===== src/design/eiac_pkg.sv =====
// Constants for the ECC error inject and count block.
// Assumes one core clock; register offsets are byte addresses.
//
// What this block does
// - Lane 2 deskew 28-bit injection mask
// - Lane 3 deskew 28-bit injection mask
// - Rate FIFO mask word 0: bits 31..0
// - Rate FIFO mask word 1: bits 63..32
// - Rate FIFO mask word 2: bits 71..64
// - Rate FIFO control mask, low 24 bits
// - One corrupts a bit, zero passes it
// - Count Tx FIFO corrected single-bit errors
// - Count Tx FIFO multi-bit errors
// - Multi-bit errors only counted, never corrected
// - Count Rx FIFO corrected single-bit errors
// - Counters saturate at 255 until read
// - Reading a counter returns it and subtracts the returned value

package eiac_pkg;

  // ==========================================================
  // Register map
  localparam int unsigned ADDR_W        = 11;
  localparam logic [10:0] OFF_LANE2     = 11'h388;
  localparam logic [10:0] OFF_LANE3     = 11'h38c;
  localparam logic [10:0] OFF_RDATA_LO  = 11'h390;
  localparam logic [10:0] OFF_RDATA_MID = 11'h394;
  localparam logic [10:0] OFF_RDATA_HI  = 11'h398;
  localparam logic [10:0] OFF_RCTRL     = 11'h39c;
  localparam logic [10:0] OFF_TX_SBE    = 11'h400;
  localparam logic [10:0] OFF_TX_MBE    = 11'h404;
  localparam logic [10:0] OFF_RX_SBE    = 11'h408;
  localparam logic [10:0] OFF_IRQ_STAT  = 11'h440;
  localparam logic [10:0] OFF_IRQ_MASK  = 11'h444;

  // ==========================================================
  // Field layout
  localparam int unsigned LANE_W     = 28;
  localparam int unsigned RDATA_W    = 72;
  localparam int unsigned RDATA_MID  = 32;
  localparam int unsigned RDATA_HI   = 64;
  localparam int unsigned RDATA_HI_W = 8;
  localparam int unsigned RCTRL_W    = 24;
  localparam int unsigned NUM_EV     = 3;
  localparam int unsigned EV_TX_SBE  = 0;
  localparam int unsigned EV_TX_MBE  = 1;
  localparam int unsigned EV_RX_SBE  = 2;

  // ==========================================================
  // Reset values
  localparam logic [31:0] MASK_RST   = 32'h0;
  localparam logic [31:0] RDATA_RST  = 32'h0;

endpackage : eiac_pkg


===== src/design/eiac_ecc_inject_count.sv =====
// ECC error injection masks and clear-on-read error counters.
// Assumes a same-clock Avalon-MM master and same-clock event pulses.
`timescale 1ns/10ps
`default_nettype none

module eiac_ecc_inject_count
  import eiac_pkg::*;
#(
  parameter int unsigned CNT_W = 8
) (
  input  wire logic                clk_in,
  input  wire logic                rst_n_in,
  input  wire logic [ADDR_W-1:0]   avs_address_in,
  input  wire logic                avs_read_in,
  input  wire logic                avs_write_in,
  input  wire logic [31:0]         avs_writedata_in,
  input  wire logic [3:0]          avs_byteenable_in,
  output var  logic [31:0]         avs_readdata_out,
  output var  logic                avs_waitrequest_out,
  input  wire logic                lane2_wr_in,
  input  wire logic [LANE_W-1:0]   lane2_word_in,
  output var  logic                lane2_wr_out,
  output var  logic [LANE_W-1:0]   lane2_word_out,
  input  wire logic                lane3_wr_in,
  input  wire logic [LANE_W-1:0]   lane3_word_in,
  output var  logic                lane3_wr_out,
  output var  logic [LANE_W-1:0]   lane3_word_out,
  input  wire logic                rdata_wr_in,
  input  wire logic [RDATA_W-1:0]  rdata_word_in,
  output var  logic                rdata_wr_out,
  output var  logic [RDATA_W-1:0]  rdata_word_out,
  input  wire logic                rctrl_wr_in,
  input  wire logic [RCTRL_W-1:0]  rctrl_word_in,
  output var  logic                rctrl_wr_out,
  output var  logic [RCTRL_W-1:0]  rctrl_word_out,
  input  wire logic                tx_single_bit_error_in,
  input  wire logic                tx_multi_bit_error_in,
  input  wire logic                rx_single_bit_error_in,
  output var  logic                irq_out
);

  localparam logic [CNT_W-1:0] CNT_MAX  = {CNT_W{1'b1}};
  localparam logic [CNT_W-1:0] CNT_ZERO = {CNT_W{1'b0}};
  localparam logic [CNT_W-1:0] CNT_ONE  = CNT_W'(1);

  // ==========================================================
  // Bus handshake
  logic                req;
  logic                acc;
  logic                wait_q;
  logic [31:0]         rd_d;
  logic [31:0]         rd_q;
  logic [LANE_W-1:0]   lane2_mask_q;
  logic [LANE_W-1:0]   lane3_mask_q;
  logic [RDATA_W-1:0]  rdata_mask_q;
  logic [RCTRL_W-1:0]  rctrl_mask_q;
  logic [NUM_EV-1:0]   ev;
  logic [NUM_EV-1:0]   stat_q;
  logic [NUM_EV-1:0]   irq_mask_q;
  logic [NUM_EV-1:0]   rd_cnt;
  logic [CNT_W-1:0]    cnt_q [NUM_EV];
  logic [CNT_W-1:0]    cnt_d [NUM_EV];

  assign req = avs_read_in | avs_write_in;
  assign acc = req & ~wait_q;
  assign ev  = {rx_single_bit_error_in, tx_multi_bit_error_in,
                tx_single_bit_error_in};

  function automatic logic [31:0] be_merge(input logic [31:0] old_v,
                                           input logic [31:0] new_v,
                                           input logic [3:0]  be);
    logic [31:0] res;
    res = old_v;
    for (int b = 0; b < 4; b++) begin
      if (be[b]) begin
        res[b*8 +: 8] = new_v[b*8 +: 8];
      end
    end
    return res;
  endfunction

  // One wait cycle, then the answer stands for one edge
  always_ff @(posedge clk_in) begin
    if (!rst_n_in) begin
      wait_q <= 1'b1;
    end else begin
      wait_q <= ~(req & wait_q);
    end
  end

  // ==========================================================
  // Read data
  always_comb begin
    rd_d = RDATA_RST;
    case (avs_address_in)
      OFF_LANE2:     rd_d = 32'(lane2_mask_q);
      OFF_LANE3:     rd_d = 32'(lane3_mask_q);
      OFF_RDATA_LO:  rd_d = rdata_mask_q[RDATA_MID-1:0];
      OFF_RDATA_MID: rd_d = rdata_mask_q[RDATA_HI-1:RDATA_MID];
      OFF_RDATA_HI:  rd_d = 32'(rdata_mask_q[RDATA_W-1:RDATA_HI]);
      OFF_RCTRL:     rd_d = 32'(rctrl_mask_q);
      OFF_TX_SBE:    rd_d = 32'(cnt_q[EV_TX_SBE]);
      OFF_TX_MBE:    rd_d = 32'(cnt_q[EV_TX_MBE]);
      OFF_RX_SBE:    rd_d = 32'(cnt_q[EV_RX_SBE]);
      OFF_IRQ_STAT:  rd_d = 32'(stat_q);
      OFF_IRQ_MASK:  rd_d = 32'(irq_mask_q);
      default:       rd_d = RDATA_RST;
    endcase
  end

  always_ff @(posedge clk_in) begin
    if (!rst_n_in) begin
      rd_q <= RDATA_RST;
    end else if (avs_read_in && wait_q) begin
      rd_q <= rd_d;
    end
  end

  assign avs_readdata_out    = rd_q;
  assign avs_waitrequest_out = wait_q;

  // ==========================================================
  // Injection masks
  always_ff @(posedge clk_in) begin
    if (!rst_n_in) begin
      lane2_mask_q <= LANE_W'(MASK_RST);
      lane3_mask_q <= LANE_W'(MASK_RST);
      rdata_mask_q <= {MASK_RST[RDATA_HI_W-1:0], MASK_RST, MASK_RST};
      rctrl_mask_q <= RCTRL_W'(MASK_RST);
    end else if (acc && avs_write_in) begin
      case (avs_address_in)
        OFF_LANE2: lane2_mask_q <= LANE_W'(be_merge(32'(lane2_mask_q),
                     avs_writedata_in, avs_byteenable_in));
        OFF_LANE3: lane3_mask_q <= LANE_W'(be_merge(32'(lane3_mask_q),
                     avs_writedata_in, avs_byteenable_in));
        OFF_RDATA_LO: rdata_mask_q[RDATA_MID-1:0] <=
                     be_merge(rdata_mask_q[RDATA_MID-1:0],
                     avs_writedata_in, avs_byteenable_in);
        OFF_RDATA_MID: rdata_mask_q[RDATA_HI-1:RDATA_MID] <=
                     be_merge(rdata_mask_q[RDATA_HI-1:RDATA_MID],
                     avs_writedata_in, avs_byteenable_in);
        OFF_RDATA_HI: rdata_mask_q[RDATA_W-1:RDATA_HI] <=
                     RDATA_HI_W'(be_merge(
                     32'(rdata_mask_q[RDATA_W-1:RDATA_HI]),
                     avs_writedata_in, avs_byteenable_in));
        OFF_RCTRL: rctrl_mask_q <= RCTRL_W'(be_merge(32'(rctrl_mask_q),
                     avs_writedata_in, avs_byteenable_in));
        default: ;
      endcase
    end
  end

  // ==========================================================
  // Codeword corruption on write
  // XOR on store
  always_ff @(posedge clk_in) begin
    if (!rst_n_in) begin
      lane2_wr_out   <= 1'b0;
      lane3_wr_out   <= 1'b0;
      rdata_wr_out   <= 1'b0;
      rctrl_wr_out   <= 1'b0;
      lane2_word_out <= '0;
      lane3_word_out <= '0;
      rdata_word_out <= '0;
      rctrl_word_out <= '0;
    end else begin
      lane2_wr_out <= lane2_wr_in;
      lane3_wr_out <= lane3_wr_in;
      rdata_wr_out <= rdata_wr_in;
      rctrl_wr_out <= rctrl_wr_in;
      if (lane2_wr_in) begin
        lane2_word_out <= lane2_word_in ^ lane2_mask_q;
      end
      if (lane3_wr_in) begin
        lane3_word_out <= lane3_word_in ^ lane3_mask_q;
      end
      if (rdata_wr_in) begin
        rdata_word_out <= rdata_word_in ^ rdata_mask_q;
      end
      if (rctrl_wr_in) begin
        rctrl_word_out <= rctrl_word_in ^ rctrl_mask_q;
      end
    end
  end

  // ==========================================================
  // Error counters
  // multi-bit only counted
  generate
    for (genvar i = 0; i < NUM_EV; i++) begin : g_cnt
      assign rd_cnt[i] = acc && avs_read_in &&
        (avs_address_in == OFF_TX_SBE + ADDR_W'(4 * i));
      always_comb begin
        cnt_d[i] = cnt_q[i];
        if (rd_cnt[i]) begin
          cnt_d[i] = cnt_q[i] - rd_q[CNT_W-1:0];
          if (ev[i]) begin
            cnt_d[i] = cnt_d[i] + CNT_ONE;
          end
        end else if (ev[i] && cnt_q[i] != CNT_MAX) begin
          cnt_d[i] = cnt_q[i] + CNT_ONE;
        end
      end
      always_ff @(posedge clk_in) begin
        if (!rst_n_in) begin
          cnt_q[i] <= CNT_ZERO;
        end else begin
          cnt_q[i] <= cnt_d[i];
        end
      end
    end
  endgenerate

  // ==========================================================
  // Interrupt status and mask
  always_ff @(posedge clk_in) begin
    if (!rst_n_in) begin
      stat_q <= '0;
    end else if (acc && avs_read_in && avs_address_in == OFF_IRQ_STAT) begin
      stat_q <= (stat_q & ~rd_q[NUM_EV-1:0]) | ev;
    end else begin
      stat_q <= stat_q | ev;
    end
  end

  always_ff @(posedge clk_in) begin
    if (!rst_n_in) begin
      irq_mask_q <= '0;
    end else if (acc && avs_write_in && avs_address_in == OFF_IRQ_MASK &&
                 avs_byteenable_in[0]) begin
      irq_mask_q <= avs_writedata_in[NUM_EV-1:0];
    end
  end

  always_ff @(posedge clk_in) begin
    if (!rst_n_in) begin
      irq_out <= 1'b0;
    end else begin
      irq_out <= |(stat_q & irq_mask_q);
    end
  end
endmodule : eiac_ecc_inject_count

`default_nettype wire


===== config.mk =====
export PLATFORM = sky130hd
export DESIGN_NAME = eiac_ecc_inject_count
export DESIGN_NICKNAME = d
export VERILOG_FILES = /design/src/design/eiac_pkg.sv /design/src/design/eiac_ecc_inject_count.sv
export SDC_FILE = /design/constraint.sdc
export NUM_CORES = 1
export LEC_CHECK = 0
export BUFFER_PORTS_ARGS = -buffer_cell sky130_fd_sc_hd__buf_2
export CAP_MARGIN = 20
export CORE_ASPECT_RATIO = 1.5
export CORE_MARGIN = 5
export CORE_UTILIZATION = 30
export CTS_BUF_LIST = sky130_fd_sc_hd__clkbuf_4 sky130_fd_sc_hd__clkbuf_8
export DETAILED_ROUTE_END_ITERATION = 8
export PLACE_DENSITY = 0.48
export SLEW_MARGIN = 25
export SYNTH_ARGS = -nofsm -noshare
export SYNTH_HDL_FRONTEND = slang
export SYNTH_SLANG_ARGS = --single-unit

===== constraint.sdc =====
create_clock -name clk_in -period 3.78 [get_ports clk_in]
set_input_delay 0.189 -clock clk_in [delete_from_list [all_inputs] [get_ports clk_in]]
set_output_delay 0.189 -clock clk_in [all_outputs]
set_load 0.02 [all_outputs]

==> qor.yml <==
setup_path:
  max_stage_delay_ns: 0.47
  required_ns: 4.33
  rr_endpoint: "cnt_q[0][7]"
  cp_top_family: "compound AO/OA/AOI/OAI gates"
  cp_slowest_cell: "dfxtp_1"
  r2r_slack_ns: 0.91
  cp-end-kind: "flip-flop"
  path_cells: "ha_1, inv_1, fa_1, a21o_1, a21oi_1, xnor2_1, and4_1, mux2i_1, a311o_1"
  r2r_start: "avs_readdata_out[0]"
  start_kind: "flip-flop"
  startpoint: "avs_readdata_out[0]"
  cp.arrival_ns: 3.42
  path_depth: 9
  critPathMaxFanout: 6
  worstSetupPathType: "reg2reg"
  rr_worst_depth: 9
  critPathBufInv: 1
  endpoint: "cnt_q[0][7]"
cells_and_area:
  fin_area_um2: 24500
  final_util_pct: 40.2
  syn_to_final_growth_pct: 33.4
  drive_gt1_share_pct: 23.1
  fill_cells: 6071
  fin_nets: 2744
timing:
  worst_pin_slew_ns: 1.05
  finalCriticalPeriod_ns: 2.87
  rsz0062_at_grt: "no"
  finalSetupViolCount: 0
  fmax_mhz: 349
  fin_worst_skew_ns: 0.0279
  hold_ws_ns: 0.0384
  setup_tns_ns: 0
  final_hold_viol_count: 0
  maxSlewViolCount: 0
  relSlewSlack_pct: 30.1
  period_share_pct: 75.9
floorplan:
  boundaryPins: 400
  die_w_um: 212
  die-height_um: 313
  dieArea_um2: 66500
  fp-row-count: 111
  initial_utilization_pct: 30.2
  core_um2: 61000
clocking:
  worstSkewPairLatency_ns: 0.66
  post_cts_resized: 0
  cts_root_buf: "clkbuf_8"
  cts_tree: "yes"
  cts_buffer_depth: 3
  numCtsBuffers: 67
  htree_levels: 3
  clkTransAtPathRegs_ns: 0.07
  numClockSinks: 372
drt:
  ant_nets: 0
  wl_per_cell_um: 21.7
  drtIter0Drc: 872
  wl_met1_um: 27600
  vias: 16700
  drtPass1Iterations: 5
  wl_met3_um: 3950
  drc: 0
  routed_wl_um: 72800
  top_layer_used: "met5"
  avgViaCountPerCell: 5.00
  wl_met2_um: 38000
placed_design:
  gp_congestion: 0.859
  portBuffers: 399
  hpwl_um: 53100
  place_area_um2: 21100
power:
  p_per_area_nw_per_um2: 403
  finalPower_mw: 9.89
  leakage_nw: 11.1
  ir_drop_mv: 0.234
logic_synthesis:
  synth_top_area_cell: "dfxtp_1"
  synth_seq_cells: 372
  postSynthCellCount: 1951
  ys_top_cells_by_count: "dfxtp_1 (372), nand2_1 (278), xnor2_1 (184)"
  synth.avg_cell_area_um2: 9.43
  synth.top_cell.area_share_pct: 40.5
  yosysMostFrequentCell: "dfxtp_1"
  yosysSeqAreaShare_pct: 40.5
  synth_edf_count: 0
  synth_nets: 2191
  synthArstFlopShare_pct: 0
  netlist_area_um2: 18400
  ys_warn_count: 0
  synthTopCellsByArea: "dfxtp_1 (40%), o211a_1 (9.7%), xnor2_1 (8.8%), mux2i_1 (7.1%), nand2_1 (5.7%)"
  synthFlopType: "dfxtp_1"
  synth_cell_types: 73
global_route:
  antenna_found_initial: 5
  grt_pass1_wl_um: 107000
  track_usage_pct: 21.0
  grt_max_degree: 164
  grt_pass1_vias: 17200
  gr-total-overflow: 0
status:
  outcome: "finished, final reports clean"
min_path:
  hold_class: "in2reg"
run:
  maxCapViolations: 0
-- area by class of cell --
class / instances / area [um2] / share of cell area (%)
diodes: 4 / 10.0 / 0.0408
clock buffers: 107 / 1390 / 5.65
flip-flops and latches: 372 / 7450 / 30.4
multi-input cells: 1425 / 10400 / 42.3
well taps: 791 / 990 / 4.03
clock inverters: 11 / 123 / 0.500
repair buffers: 613 / 4110 / 16.8
inverters: 25 / 93.8 / 0.382
-- through the flow --
| stage | instances | worst slack [ns] |
|---|---|---|
| after floorplan | 1951 | 1.14 |
| after global placement | 3039 | 0.798 |
| after detailed placement | 3039 | 0.771 |
| after CTS | 3344 | 0.949 |
| after global routing | 3348 | 0.754 |
| final | 3348 | 0.912 |
-- how the worst min path moves through the flow --
stage / start / to / slack [ns] / cells past startpoint
after floorplan: avs_read_in / avs_waitrequest_out / 0.30 / 1
after global placement: avs_write_in / avs_waitrequest_out / 0.42 / 2
after detailed placement: avs_write_in / avs_waitrequest_out / 0.42 / 2
after CTS: avs_address_in[3] / avs_readdata_out[2] / 0.04 / 4
after global routing: rctrl_word_in[18] / rctrl_word_out[18] / 0.06 / 4
final: rctrl_word_in[18] / rctrl_word_out[18] / 0.04 / 4
-- flip-flops by register name, indices dropped and copies added (netlist names), 3 cells and up --
| signal | flops |
|---|---|
| lane3_mask_q | 28 |
| lane3_word_out | 28 |
| avs_readdata_out | 32 |
| lane2_mask_q | 28 |
| irq_mask_q | 3 |
| cnt_q | 24 |
| stat_q | 3 |
| lane2_word_out | 28 |
| rdata_word_out | 72 |
| rctrl_word_out | 24 |
| rctrl_mask_q | 24 |
| rdata_mask_q | 72 |
-- power breakdown --
group	total, mW	switching [mW]	internal (mW)	leakage, nW
Combinational	1.45	0.810	0.637	7.29
Sequential	4.15	0.0922	4.06	3.04
Clock	4.29	1.83	2.46	0.783
-- layout by cell type (no fill, tap or decap), drive strengths merged, types with 10 or more instances in the layout --
cell type / netlist / final
mux2: 15 / 15
mux2i: 131 / 131
xor2: 18 / 18
dlygate4sd3: 0 / 187
a21oi: 49 / 49
o21ai: 49 / 49
nand4: 16 / 16
clkbuf: 95 / 107
a21boi: 49 / 49
nor2: 42 / 42
nand2: 278 / 278
a22oi: 34 / 34
nor3b: 10 / 10
nand3: 52 / 52
and2: 13 / 13
ha: 27 / 27
and3: 12 / 12
inv: 25 / 27
nor2b: 128 / 128
buf: 34 / 426
o211a: 178 / 178
dfxtp: 372 / 372
a221oi: 18 / 18
nor3: 13 / 13
xnor2: 184 / 184
-- metal layers --
layer  track usage, %  up-vias
met5                0        -
met4             9.32        2
met3             4.25      135
met2             38.7      496
met1             23.1     8056
li1                 -     8056
-- kinds of logic (layout without fill, tap and decap cells) --
| logic type | Yosys count | after routing | synth area share [%] |
|---|---|---|---|
| AND/OR/NAND/NOR | 597 | 597 | 16.6 |
| adder cells (fa/ha/maj) | 30 | 30 | 2.16 |
| flip-flops | 372 | 372 | 40.5 |
| multiplexers | 146 | 146 | 8.05 |
| AO/OA/AOI/OAI | 450 | 450 | 19.8 |
| XOR/XNOR | 202 | 202 | 9.62 |
| buffers and inverters | 154 | 756 | 3.29 |
| other | 0 | 4 | 0 |
-- tightest hold or removal path, stage by stage --
cell,delay [ns]
buf_2,0.08
xnor2_1,0.14
nand2_1,0.11
o211a_1,0.13
-- repair_timing --
action	in CTS	in global routing
hold buffers	187	0
setup buffers	0	0
hold endpoints to repair	313	0
Note: power is estimated with default switching activity, not from simulation.
